==> config.mk <==
export PLATFORM = sky130hd
export DESIGN_NAME = mth_core
export DESIGN_NICKNAME = d
export VERILOG_FILES = /design/src/hdl/mth_pkg.sv /design/src/hdl/mth_time_if.sv /design/src/hdl/mth_tick_gen.sv /design/src/hdl/mth_delay_cnt.sv /design/src/hdl/mth_core.sv
export SDC_FILE = /design/constraint.sdc
export NUM_CORES = 1
export LEC_CHECK = 0
export BUFFER_PORTS_ARGS = -buffer_cell sky130_fd_sc_hd__buf_4
export CORE_MARGIN = 2
export CORE_UTILIZATION = 45
export CTS_CLUSTER_DIAMETER = 80
export DETAILED_ROUTE_END_ITERATION = 7
export PLACE_DENSITY = 0.73
export SKIP_CTS_REPAIR_TIMING = 1
export SLEW_MARGIN = 20
export SYNTH_ARGS = -nofsm -noshare
export SYNTH_HDL_FRONTEND = slang
export SYNTH_SLANG_ARGS = --single-unit
==> constraint.sdc <==
create_clock -name core_clk_i -period 8.86 [get_ports core_clk_i]
set_input_delay 0.886 -clock core_clk_i [delete_from_list [all_inputs] [get_ports core_clk_i]]
set_output_delay 0.886 -clock core_clk_i [all_outputs]
set_load 0.005 [all_outputs]
==> src/hdl/mth_pkg.sv <==
// Shared constants and types of the modem transmit handshake block.
package mth_pkg;

  // Clock and timer base figures.
  localparam int CLK_PERIOD_NS = 20;
  localparam int TICK_PERIOD_MS = 10;
  localparam int TICK_PERIOD_NS = TICK_PERIOD_MS * 1000000;
  localparam int TICK_CYCLES_DEF = TICK_PERIOD_NS / CLK_PERIOD_NS;
  localparam int TICK_CNT_W = 20;

  // One timer tick expressed in microseconds, the unit of the delay counter.
  localparam logic [23:0] TICK_US = 24'h002710;

  // Longest wait for clear-to-send before a telegram is abandoned (100 ms).
  localparam logic [23:0] CTS_WAIT_US = 24'h0186a0;

  // Register offsets on the plain register port.
  localparam logic [4:0] REG_CTRL = 5'h00;
  localparam logic [4:0] REG_TIMING = 5'h04;
  localparam logic [4:0] REG_CHAR_US = 5'h08;
  localparam logic [4:0] REG_TX_DATA = 5'h0c;
  localparam logic [4:0] REG_RX_DATA = 5'h10;
  localparam logic [4:0] REG_STATUS = 5'h14;
  localparam logic [4:0] REG_IRQ_STAT = 5'h18;
  localparam logic [4:0] REG_IRQ_MASK = 5'h1c;

  // Field positions.
  localparam int CTRL_EN_BIT = 0;
  localparam int CTRL_FULL_BIT = 1;
  localparam int TX_LAST_BIT = 8;
  localparam int IRQ_CTS_ERR = 0;
  localparam int IRQ_TGRAM_DONE = 1;
  localparam int IRQ_RX_CHAR = 2;
  localparam int IRQ_W = 3;

  // Reset values.
  localparam logic [15:0] CHAR_US_RST = 16'h22b8;
  localparam logic [7:0] SETTLE_RST = 8'h02;
  localparam logic [7:0] POST_RST = 8'h00;

  // Transmit handshake phases.
  typedef enum logic [2:0] {
    ST_IDLE,
    ST_CTS_WAIT,
    ST_SETTLE,
    ST_SEND,
    ST_POST
  } mth_state_type;

endpackage : mth_pkg

==> src/hdl/mth_time_if.sv <==
// Interface joining the handshake core to its tick and delay timers.
`timescale 1ns/1ns
interface mth_time_if;
  import mth_pkg::*;

  logic ce; // Clock enable shared with the core.
  logic load; // Restart pulse for the delay and the tick phase.
  logic [23:0] amount; // Delay to run, in microseconds.
  logic tick; // One-cycle pulse every timer tick.
  logic expired; // Delay finished and no restart pending.

  modport ctl (output ce, output load, output amount, input expired);
  modport gen (input ce, input load, output tick);
  modport cnt (input ce, input load, input amount, input tick,
    output expired);
endinterface : mth_time_if

==> src/hdl/mth_tick_gen.sv <==
// Timer tick generator, restarted whenever a delay is loaded.
`timescale 1ns/1ns
module mth_tick_gen
  import mth_pkg::*;
#(
  parameter logic [TICK_CNT_W-1:0] TICK_CYCLES = TICK_CNT_W'(TICK_CYCLES_DEF)
) (
  // Clock and reset.
  input wire logic core_clk_i,
  input wire logic arst_n_i,
  // Timer link.
  mth_time_if.gen tm
);

  // All state of the tick generator.
  typedef struct packed {
    logic [TICK_CNT_W-1:0] cnt;
    logic tick;
  } mth_tick_type;

  mth_tick_type q, d;

  // Counts clock cycles; a load realigns the phase so delays start whole.
  always_comb begin
    d = q;
    d.tick = 1'b0;
    if (tm.load) begin
      d.cnt = '0;
    end else if (q.cnt == TICK_CYCLES - TICK_CNT_W'(1)) begin
      d.cnt = '0;
      d.tick = 1'b1; // RQ10
    end else begin
      d.cnt = q.cnt + TICK_CNT_W'(1);
    end
  end

  // Registers the state while the clock enable is high.
  always_ff @(posedge core_clk_i or negedge arst_n_i) begin
    if (!arst_n_i) begin
      q <= '0;
    end else if (tm.ce) begin
      q <= d;
    end
  end

  assign tm.tick = q.tick;

endmodule : mth_tick_gen

==> src/hdl/mth_delay_cnt.sv <==
// Down-counter that runs a delay in whole timer ticks.
`timescale 1ns/1ns
module mth_delay_cnt
  import mth_pkg::*;
(
  // Clock and reset.
  input wire logic core_clk_i,
  input wire logic arst_n_i,
  // Timer link.
  mth_time_if.cnt tm
);

  // All state of the delay counter.
  typedef struct packed {
    logic [23:0] rem;
    logic done;
  } mth_dly_type;

  mth_dly_type q, d;

  // Removes one tick of time per tick; a partial tick still costs a tick,
  // so the delay is rounded up to whole ticks.
  always_comb begin
    d = q;
    if (tm.load) begin
      d.rem = tm.amount;
      d.done = (tm.amount == '0);
    end else if (tm.tick && !q.done) begin
      if (q.rem <= TICK_US) begin
        d.rem = '0; // RQ13
        d.done = 1'b1;
      end else begin
        d.rem = q.rem - TICK_US; // RQ13
      end
    end
  end

  // Registers the state while the clock enable is high.
  always_ff @(posedge core_clk_i or negedge arst_n_i) begin
    if (!arst_n_i) begin
      q <= '0;
    end else if (tm.ce) begin
      q <= d;
    end
  end

  // A pending load hides a stale finish from the previous delay.
  assign tm.expired = q.done && !tm.load;
endmodule : mth_delay_cnt

==> src/hdl/mth_core.sv <==
// Transmit-side modem handshake with register port and timers.
// Functional notes
// RQ1 - Full duplex: request-to-send high after init.
// RQ2 - Full duplex: characters wait for clear-to-send.
// RQ3 - Half duplex: request-to-send framed around telegram.
// RQ4 - Receive side accepts every character always.
// RQ5 - Missing clear-to-send flags error; loop back.
// RQ6 - Duplex mode chosen by control bit.
// RQ7 - Line-settle wait before telegram, after carrier.
// RQ8 - Post-telegram delay after last character.
// RQ9 - Delays count character times at baud.
// RQ10 - Delays timed by a 10 ms tick.
// RQ11 - Own settle exceeds remote post delay.
// RQ12 - Suggested delay settings, tune by experiment.
// RQ13 - Delays round up to ticks, down-count.
// RQ14 - Dropped clear-to-send holds next character.
`timescale 1ns/1ns
module mth_core
  import mth_pkg::*;
#(
  parameter logic [TICK_CNT_W-1:0] TICK_CYCLES = TICK_CNT_W'(TICK_CYCLES_DEF)
) (
  // Clock, reset and clock enable.
  input wire logic core_clk_i,
  input wire logic arst_n_i,
  input wire logic ce_i,
  // Register port.
  input wire logic [4:0] addr_i,
  input wire logic [31:0] wr_data_i,
  input wire logic wr_i,
  input wire logic rd_i,
  output logic [31:0] rd_data_o,
  // Modem handshake pins.
  output logic rts_o,
  input wire logic cts_i,
  // Character shifter on the transmit side.
  output logic tx_start_o,
  output logic [7:0] tx_data_o,
  input wire logic tx_done_i,
  // Character receiver.
  input wire logic rx_valid_i,
  input wire logic [7:0] rx_data_i,
  // Interrupt.
  output logic irq_o
);

  // All state of the core.
  typedef struct packed {
    logic en; // Initialization done.
    logic full_dup; // Full duplex when set.
    logic [7:0] settle_chr; // Line-settle time in characters.
    logic [7:0] post_chr; // Post-telegram delay in characters.
    logic [15:0] char_us; // One character time in microseconds.
    logic [7:0] tx_char; // Character waiting to be sent.
    logic tx_last; // Waiting character ends the telegram.
    logic slot_full; // A character waits in the slot.
    logic in_flight; // Shifter is sending a character.
    logic last_sent; // The telegram's last character is out.
    logic [7:0] rx_char; // Last received character.
    logic [IRQ_W-1:0] irq_stat; // Sticky event bits.
    logic [IRQ_W-1:0] irq_mask; // Interrupt enables.
    mth_state_type st; // Handshake phase.
    logic rts; // Request-to-send pin.
    logic cts_meta; // First synchroniser stage.
    logic cts; // Synchronised clear-to-send.
    logic tx_start; // Start pulse to the shifter.
    logic [7:0] tx_data; // Character to the shifter.
    logic [31:0] rdata; // Read data, valid one cycle after a read.
    logic irq; // Interrupt pin.
    logic load; // Delay restart pulse.
    logic [23:0] amount; // Delay to run in microseconds.
  } mth_core_type;

  mth_core_type q, d;

  // Timer link shared with the two timer modules.
  mth_time_if tm ();

  // Delay lengths in microseconds for each character-counted delay.
  logic [23:0] settle_us;
  logic [23:0] post_us;
  // Event pulses that feed the sticky status bits.
  logic [IRQ_W-1:0] ev_set;
  // Status bits cleared by the current read.
  logic [IRQ_W-1:0] rd_clr;

  // Character counts scaled by the character time.
  assign settle_us = 24'(q.settle_chr) * 24'(q.char_us); // RQ9
  assign post_us = 24'(q.post_chr) * 24'(q.char_us); // RQ9

  // The next state of the whole core.
  always_comb begin
    d = q;
    ev_set = '0;
    rd_clr = '0;
    d.tx_start = 1'b0;
    d.load = 1'b0;
    d.rdata = '0;

    // Clear-to-send passes two flip-flops before any use.
    d.cts_meta = cts_i;
    d.cts = q.cts_meta;

    // Every received character is taken, whatever the transmit phase.
    if (rx_valid_i) begin
      d.rx_char = rx_data_i; // RQ4
      ev_set[IRQ_RX_CHAR] = 1'b1; // RQ4
    end

    // Register writes.
    if (wr_i) begin
      unique case (addr_i)
        REG_CTRL: begin
          d.en = wr_data_i[CTRL_EN_BIT];
          d.full_dup = wr_data_i[CTRL_FULL_BIT]; // RQ6
        end
        REG_TIMING: begin
          d.settle_chr = wr_data_i[7:0];
          d.post_chr = wr_data_i[15:8];
        end
        REG_CHAR_US: begin
          d.char_us = wr_data_i[15:0];
        end
        REG_TX_DATA: begin
          // A write with the slot full or before init is dropped.
          if (!q.slot_full && q.en) begin
            d.tx_char = wr_data_i[7:0];
            d.tx_last = wr_data_i[TX_LAST_BIT];
            d.slot_full = 1'b1;
          end
        end
        REG_IRQ_MASK: begin
          d.irq_mask = wr_data_i[IRQ_W-1:0];
        end
        default: begin
          // Read-only and unmapped offsets ignore writes.
        end
      endcase
    end

    // Register reads; unmapped offsets read as zero.
    if (rd_i) begin
      unique case (addr_i)
        REG_CTRL: d.rdata = {30'h0, q.full_dup, q.en};
        REG_TIMING: d.rdata = {16'h0, q.post_chr, q.settle_chr};
        REG_CHAR_US: d.rdata = {16'h0, q.char_us};
        REG_RX_DATA: d.rdata = {24'h0, q.rx_char};
        REG_STATUS: d.rdata = {24'h0, 2'h0, q.in_flight, q.st, q.cts,
          !q.slot_full && q.en};
        REG_IRQ_STAT: begin
          d.rdata = {29'h0, q.irq_stat};
          rd_clr = q.irq_stat;
        end
        REG_IRQ_MASK: d.rdata = {29'h0, q.irq_mask};
        default: d.rdata = '0;
      endcase
    end

    // Handshake sequence for one telegram.
    unique case (q.st)
      ST_IDLE: begin
        // The first character of a telegram starts the handshake.
        if (q.slot_full) begin
          d.load = 1'b1;
          d.amount = CTS_WAIT_US;
          d.st = ST_CTS_WAIT;
        end
      end
      ST_CTS_WAIT: begin
        if (q.cts) begin
          // Carrier is up; now let the line settle.
          d.load = 1'b1; // RQ7
          d.amount = settle_us; // RQ7
          d.st = ST_SETTLE;
        end else if (tm.expired) begin
          // No clear-to-send in time: report and drop the character.
          ev_set[IRQ_CTS_ERR] = 1'b1; // RQ5
          d.slot_full = 1'b0;
          d.st = ST_IDLE;
        end
      end
      ST_SETTLE: begin
        if (tm.expired) begin
          d.st = ST_SEND; // RQ7
        end
      end
      ST_SEND: begin
        // A character in the shifter always finishes; the next one
        // waits while clear-to-send is low.
        if (q.slot_full && !q.in_flight && q.cts) begin
          d.tx_start = 1'b1; // RQ2
          d.tx_data = q.tx_char;
          d.in_flight = 1'b1;
          d.slot_full = 1'b0;
          d.last_sent = q.tx_last;
        end else if (q.in_flight && tx_done_i) begin
          d.in_flight = 1'b0; // RQ14
          if (q.last_sent) begin
            d.load = 1'b1; // RQ8
            d.amount = post_us; // RQ8
            d.last_sent = 1'b0;
            d.st = ST_POST;
          end
        end
      end
      ST_POST: begin
        if (tm.expired) begin
          ev_set[IRQ_TGRAM_DONE] = 1'b1; // RQ8
          d.st = ST_IDLE;
        end
      end
    endcase

    // Leaving initialization abandons any telegram in progress.
    if (!d.en) begin
      // No character is started in the cycle that aborts the telegram.
      d.tx_start = 1'b0;
      d.st = ST_IDLE;
      d.slot_full = 1'b0;
      d.in_flight = 1'b0;
      d.last_sent = 1'b0;
    end

    // Request-to-send: steady in full duplex, framed in half duplex.
    d.rts = d.en && (d.full_dup || d.st != ST_IDLE); // RQ1 RQ3

    // A new event wins over the clear of a read in the same cycle.
    d.irq_stat = (q.irq_stat & ~rd_clr) | ev_set;
    d.irq = |(d.irq_stat & d.irq_mask);
  end

  // Registers the whole state while the clock enable is high.
  always_ff @(posedge core_clk_i or negedge arst_n_i) begin
    if (!arst_n_i) begin
      q <= '0;
      q.settle_chr <= SETTLE_RST;
      q.post_chr <= POST_RST;
      q.char_us <= CHAR_US_RST;
      q.st <= ST_IDLE;
    end else if (ce_i) begin
      q <= d;
    end
  end

  // Timer link drives.
  assign tm.ce = ce_i;
  assign tm.load = q.load;
  assign tm.amount = q.amount;

  // Tick source for all three delays: clear-to-send wait, line settle and post-telegram.
  mth_tick_gen #(
    .TICK_CYCLES(TICK_CYCLES)
  ) u_tick (
    .core_clk_i(core_clk_i),
    .arst_n_i(arst_n_i),
    .tm(tm.gen)
  );

  // Delay down-counter.
  mth_delay_cnt u_dly (
    .core_clk_i(core_clk_i),
    .arst_n_i(arst_n_i),
    .tm(tm.cnt)
  );

  // Outputs straight from flip-flops.
  assign rd_data_o = q.rdata;
  assign rts_o = q.rts;
  assign tx_start_o = q.tx_start;
  assign tx_data_o = q.tx_data;
  assign irq_o = q.irq;
endmodule : mth_core

==> results.py, run 1 <==
metrics = {
    "outcome": {
        "status": "completed",
    },
    "die": {
        "start_util": 0.4560,
        "coreArea_um2": 35480,
        "fp-row-count": 69,
        "fp.dieH_um": 193.6,
        "io_pins": 96,
        "dieWidth_um": 193.6,
        "die_area_um2": 37490,
    },
    "synth": {
        "ys_ff_latch": 163,
        "synthTopCellsByArea": "dfrtp_1, fa_1, and2_1",
        "syn_avg_cell_area_um2": 9.430,
        "synth_top_area_frac": 0.2412,
        "yosysWarnings": 0,
        "syn_inst": 1716,
        "synth_flop_cell": "dfrtp_1",
        "yosysUniqueCellTypes": 77,
        "synth_seq_area_share": 0.2526,
        "async_flop_share": 1.000,
        "synth_area_leader_cell": "dfrtp_1",
        "netlist_area_um2": 16180,
        "synth-edff-count": 0,
    },
    "drt": {
        "dr.pass1.iters": 7,
        "vias": 12290,
        "routedWlPerCell_um": 17.91,
        "postRouteAntennaNets": 0,
        "drtIter0Drc": 1012,
        "drt-total-wl_um": 39020,
        "vias_per_cell": 5.639,
        "drc": 0,
    },
    "power": {
        "vdd_drop_max_uv": 144.8,
        "power_density_nw_per_um2": 166.8,
        "p_leak_nw": 8.538,
    },
    "hold_path": {
        "hold_path.class": "in2async",
    },
    "layout": {
        "final_cell_mix": "inv_1, and2_1, fa_1",
        "mostFrequentLayoutCell": "inv_1",
        "drive_gt1_frac": 0.1112,
        "antennaDiodeCount": 0,
        "multiInputGateArea_um2": 10790,
        "finalNetCount": 2017,
        "regArea_um2": 4088,
        "fillCellCount": 3178,
        "synthToLayoutAreaGrowth_pct": 7.176,
    },
    "setup_path": {
        "regToRegStartpoint": "q[126]",
        "crit_top_cell": "fa_1",
        "critPathRequiredTime_ns": 9.17,
        "critPathCaptureType": "flop",
        "slowest_delay_ns": 0.81,
        "path_buf_inv": 0,
        "arrival_ns": 6.11,
        "worstPathCellList": "and2_1, fa_1, fa_1, fa_1, fa_1, ha_1, a2111oi_0, o21ai_0, a211oi_1, o211ai_1, a31oi_1, xor2_1, o31ai_1",
        "crit_path_start_kind": "flop",
        "r2r-end": "tm.amount[21]",
        "criticalPathCategory": "reg2reg",
        "ff2ff_path_depth": 13,
        "critPathTopFamily": "adder cells",
        "critical_path.slowest_cell": "dfrtp_1",
        "crit_fanout": 18,
        "reg2reg_slack_ns": 3.06,
    },
    "clocking": {
        "clkSinkCount": 163,
        "numCtsBuffers": 17,
        "clkTransAtPathRegs_ns": 0.07,
        "clock_path_buffers": 2,
        "cts_tree": "yes",
        "cts_root_buffer": "clkbuf_16",
        "htreeDepth": 4,
        "clkLatencyLatePin_ns": 0.45,
    },
    "sta": {
        "worst_pin_slew_ns": 1.010,
        "tns_ns": 0,
        "min_period_over_period": 0.6545,
        "layout_setup_ws_ns": 3.061,
        "min_period_ns": 5.799,
        "fmax_mhz": 172.5,
        "max_slew_margin": 0.3228,
        "setup_viol": 0,
        "slew_violations": 0,
        "skew_ns": 0.01406,
        "rsz0062_at_grt": "false",
        "whs_ns": 0.3733,
        "hold_violations": 0,
    },
    "place": {
        "finalWeightedCongestion": 0.8806,
        "hpwl_um": 28760,
        "preCtsSetupSlack_ns": 3.122,
        "port_buffers": 63,
    },
    "global_route": {
        "grt_pass1_vias": 12940,
        "grt_antenna_before_repair": 0,
        "grt_usage": 0.2148,
        "grt_start_max_net_pins": 66,
        "grt-ovfl-total": 0,
        "grt_pass1_wl_um": 65930,
    },
    "run": {
        "drv_cap": 0,
    },
}
[kinds of logic after synthesis]
| family | synth area share |
|---|---|
| AO/OA/AOI/OAI | 0.1294 |
| XOR/XNOR | 0.02436 |
| adder cells (fa/ha/maj) | 0.2782 |
| buffers and inverters | 0.08405 |
| flip-flops | 0.2526 |
| multiplexers | 0.05474 |
| other | 0.0002317 |
| AND/OR/NAND/NOR | 0.1764 |
[area by class of cell]
cell class / count / share of cell area
clock buffer: 17 / 0.02453
sequential: 163 / 0.2357
inverter: 202 / 0.04372
clock inverter: 15 / 0.009667
tap: 461 / 0.03326
multi-input combinational: 1250 / 0.6222
timing repair buffer: 71 / 0.03095
[synthesized netlist by cell type, drive strengths merged, types with 6 or more instances]
library cell	n
nor3	25
mux2i	12
nand4	15
buf	48
nand3	23
a211o	6
o31ai	10
nor2	109
xor2	16
dfstp	7
and2	191
a22oi	23
ha	91
a31oi	13
a221oi	16
a21oi	53
a211oi	10
dfrtp	156
xnor2	29
o22ai	12
o211ai	8
nand2	137
inv	202
mux2	66
clkbuf	68
o21a	6
and3	11
nor4	12
a22o	12
o21ai	42
fa	168
o2bb2ai	22
a21o	24
[state kept, by name, summed over array words and instances (netlist names)]
name            count
d                   1
irq_o               1
q                  64
rd_data_o          16
rts_o               1
tm.amount          24
tm.load             1
tx_data_o           8
tx_start_o          1
u_dly.q            25
u_tick.q           20
u_tick.tm.tick      1
[how the worst max path moves through the flow]
stage                       from            end  cells after the start
after floorplan           q[104]  tm.amount[23]                     16
after global placement    q[105]  tm.amount[21]                     13
after detailed placement  q[105]  tm.amount[21]                     13
after CTS                 q[105]  tm.amount[21]                     13
after global routing      q[105]  tm.amount[21]                     13
final                     q[126]  tm.amount[21]                     13
[metrics by stage]
step	power, mW	instance area (um^2)	utilization	instances
2_1_floorplan	1.831	16240	-	1731
3_3_place_gp	2.098	16750	0.4721	2147
3_5_place_dp	2.141	16750	0.4721	2147
4_1_cts	2.898	17340	0.4888	2179
5_1_grt	3.098	17340	0.4888	2179
6_report	2.893	17340	0.4888	2179
[worst reg2reg max path: stages, from the launching register on]
cell and delay [ns]:
dfrtp_1 0.81, and2_1 0.25, fa_1 0.45, fa_1 0.58, fa_1 0.45, fa_1 0.44
ha_1 0.37, a2111oi_0 0.47, o21ai_0 0.31, a211oi_1 0.63, o211ai_1 0.25, a31oi_1 0.23
xor2_1 0.32, o31ai_1 0.10
[metal layers]
metal | vias up | global-route usage | wire length (um)
met5 | - | 0 | 0
met4 | 0 | 0.07747 | 1144
met3 | 85 | 0.03653 | 2327
met2 | 415 | 0.3466 | 18490
met1 | 6120 | 0.2924 | 17050
li1 | 5667 | - | -
[power by group]
| group | switching (mW) | leakage, nW | internal, mW |
|---|---|---|---|
| Clock | 0.332 | 0.280 | 0.421 |
| Combinational | 0.560 | 6.17 | 0.422 |
| Sequential | 0.259 | 2.09 | 0.898 |
| Total | 1.15 | 8.54 | 1.74 |
Note: power is estimated with default switching activity, not from simulation.
==> run 2, diff against run 1 <==
ABC_AREA = 1   (was not set)
PLACE_DENSITY = 0.75   (was 0.73)
clock period = 5.3 ns   (was 8.86 ns; I/O delays follow)
==> results.py, run 2 <==
metrics = {
    "layout": {
        "mostFrequentLayoutCell": "nand2_1",
        "final_cell_mix": "nand2_1, inv_1, fa_1",
        "drive_gt1_frac": 0.06815,
        "top_register": "q",
        "fillCellCount": 3818,
        "antennaDiodeCount": 0,
        "finalNetCount": 2764,
        "largest_reg_flops": 64,
        "fin_cells": 2983,
        "synthToLayoutAreaGrowth_pct": 7.293,
    },
    "sta": {
        "tns_ns": 0,
        "max_slew_margin": 0.3605,
        "min_period_ns": 4.993,
        "hold_violations": 0,
        "skew_ns": 0.01169,
        "setup_viol": 0,
        "fmax_mhz": 200.3,
        "rsz0062_at_grt": "false",
        "worst_pin_slew_ns": 0.9593,
        "min_period_over_period": 0.9421,
        "slew_violations": 0,
    },
    "setup_path": {
        "criticalPathCategory": "reg2reg",
        "critPathCaptureType": "flop",
        "crit_path_start_kind": "flop",
        "crit_fanout": 18,
        "arrival_ns": 5.29,
        "critPathRequiredTime_ns": 5.60,
    },
    "synth": {
        "netlist_area_um2": 17550,
        "synth_flop_cell": "dfrtp_1",
        "synth-edff-count": 0,
        "synthTopCellsByCount": "nand2_1, inv_1, fa_1, dfrtp_1, nor2_1",
        "yosysUniqueCellTypes": 55,
        "syn_avg_cell_area_um2": 7.103,
        "syn_inst": 2471,
        "synth.most_common_cell": "nand2_1",
        "synth_top_area_frac": 0.2224,
        "synth_seq_area_share": 0.2329,
        "synth_area_leader_cell": "dfrtp_1",
        "async_flop_share": 1.000,
        "yosysWarnings": 0,
        "ys_ff_latch": 163,
        "synthTopCellsByArea": "dfrtp_1, fa_1, nand2_1",
    },
    "drt": {
        "drc": 0,
        "drtIter0Drc": 1153,
        "vias_per_cell": 5.138,
        "dr.pass1.iters": 6,
        "vias": 15330,
        "routedWlPerCell_um": 15.01,
        "postRouteAntennaNets": 0,
        "drt-total-wl_um": 44780,
    },
    "clocking": {
        "clock_path_buffers": 2,
        "cts_tree": "yes",
        "cts_root_buffer": "clkbuf_16",
        "clkTransAtPathRegs_ns": 0.07,
        "clkLatencyLatePin_ns": 0.45,
        "clkSinkCount": 163,
        "numCtsBuffers": 17,
        "htreeDepth": 4,
    },
    "die": {
        "io_pins": 96,
        "start_util": 0.4552,
        "coreArea_um2": 38560,
        "die_area_um2": 40600,
        "fp.dieH_um": 201.5,
        "fp-row-count": 72,
        "dieWidth_um": 201.5,
    },
    "place": {
        "dp.cells": 2951,
        "port_buffers": 63,
        "hpwl_um": 34310,
        "finalWeightedCongestion": 0.9145,
    },
    "global_route": {
        "grt_usage": 0.2301,
        "gr-usage-met1": 0.3005,
        "grt_start_max_net_pins": 92,
        "grt_pass1_wl_um": 76200,
        "grt_pass1_vias": 15820,
        "top_usage_layer": "met2",
        "grt_antenna_before_repair": 0,
        "grt_use_met2": 0.3840,
        "use_met3": 0.03790,
        "grt-ovfl-total": 0,
    },
    "hold_path": {
        "hold_path.class": "in2async",
    },
    "power": {
        "p_leak_nw": 11.32,
        "vdd_drop_max_uv": 251.1,
        "power_density_nw_per_um2": 247.3,
    },
    "run": {
        "drv_cap": 0,
    },
    "outcome": {
        "status": "completed",
    },
}
[run 2: cell count changes after synthesis, sizes merged, moves of 50 or more]
cell,change
nand2,+632
and2,-189
mux2,-62
nand3,+83
inv,+353
o21ai,+50
[run 2: routing by layer]
layer	wire [um]	share of wire
met2	21330	0.48
met4	1277	0.029
met3	3093	0.069
met1	19080	0.43
met5	0	0
[run 2: through the flow]
stage                     area, um^2  power [mW]  utilization  hold WS [ns]  worst slack, ns
after detailed placement       18200       3.327       0.4721        0.4624           0.3250
final                          18830       4.657       0.4884        0.1448           0.3068
after global placement         18200       3.256       0.4721        0.4593           0.3802
after floorplan                17610       2.855            -        0.2344           0.7355
after CTS                      18830       4.663       0.4884        0.1823           0.3024
after global routing           18830       4.984       0.4884        0.2052         0.003010
[run 2: power breakdown]
| part | total [mW] | internal [mW] | switching [mW] |
|---|---|---|---|
| Combinational | 1.47 | 0.573 | 0.902 |
| Clock | 1.33 | 0.770 | 0.565 |
| Sequential | 1.85 | 1.49 | 0.360 |
| Total | 4.66 | 2.83 | 1.83 |
[run 2: path summary, 6_finish.rpt]
check                                   from       endpoint  slack, ns  depth (start not counted)
worst max register to register        q[118]  tm.amount[12]       0.31                         17
max in group asynchronous           arst_n_i    u_dly.q[11]       3.92                          2
min in group core_clk_i                cts_i          d[67]       0.29                          3
worst min-delay path                arst_n_i         q[128]       0.14                          1
worst min register to register  tx_data_o[3]   tx_data_o[3]       0.48                          2
worst max-delay path                  q[118]  tm.amount[12]       0.31                         17
[run 2: logic make-up after synthesis]
family | after synthesis | share of synthesized area
simple gates | 1088 | 0.2557
buf+inv | 698 | 0.1598
fa+ha+maj | 259 | 0.2565
compound gates | 236 | 0.08134
flops | 163 | 0.2329
xor+xnor | 22 | 0.01098
mux | 4 | 0.002566
other cells | 1 | 0.0002137
[run 2: cell type report]
class	instances	area, um^2	share of cell area
clock inverter	14	188.9	0.01003
tap	518	648.1	0.03442
sequential	163	4089	0.2171
clock buffer	18	439.2	0.02332
multi-input combinational	1625	10720	0.5690
inverter	559	2101	0.1116
timing repair buffer	86	649.4	0.03448
[run 2: worst max-delay path: stages (launching register included)]
cell     delay (ns)
dfrtp_1        0.84
nand2_1        0.12
inv_1          0.11
fa_1           0.44
fa_1           0.54
fa_1           0.50
inv_1          0.05
fa_1           0.47
inv_1          0.04
ha_1           0.34
nand2_1        0.19
inv_1          0.06
a21oi_1        0.22
nand3_1        0.17
o21ai_0        0.41
nand2_1        0.16
nand2_1        0.09
o21ai_0        0.10
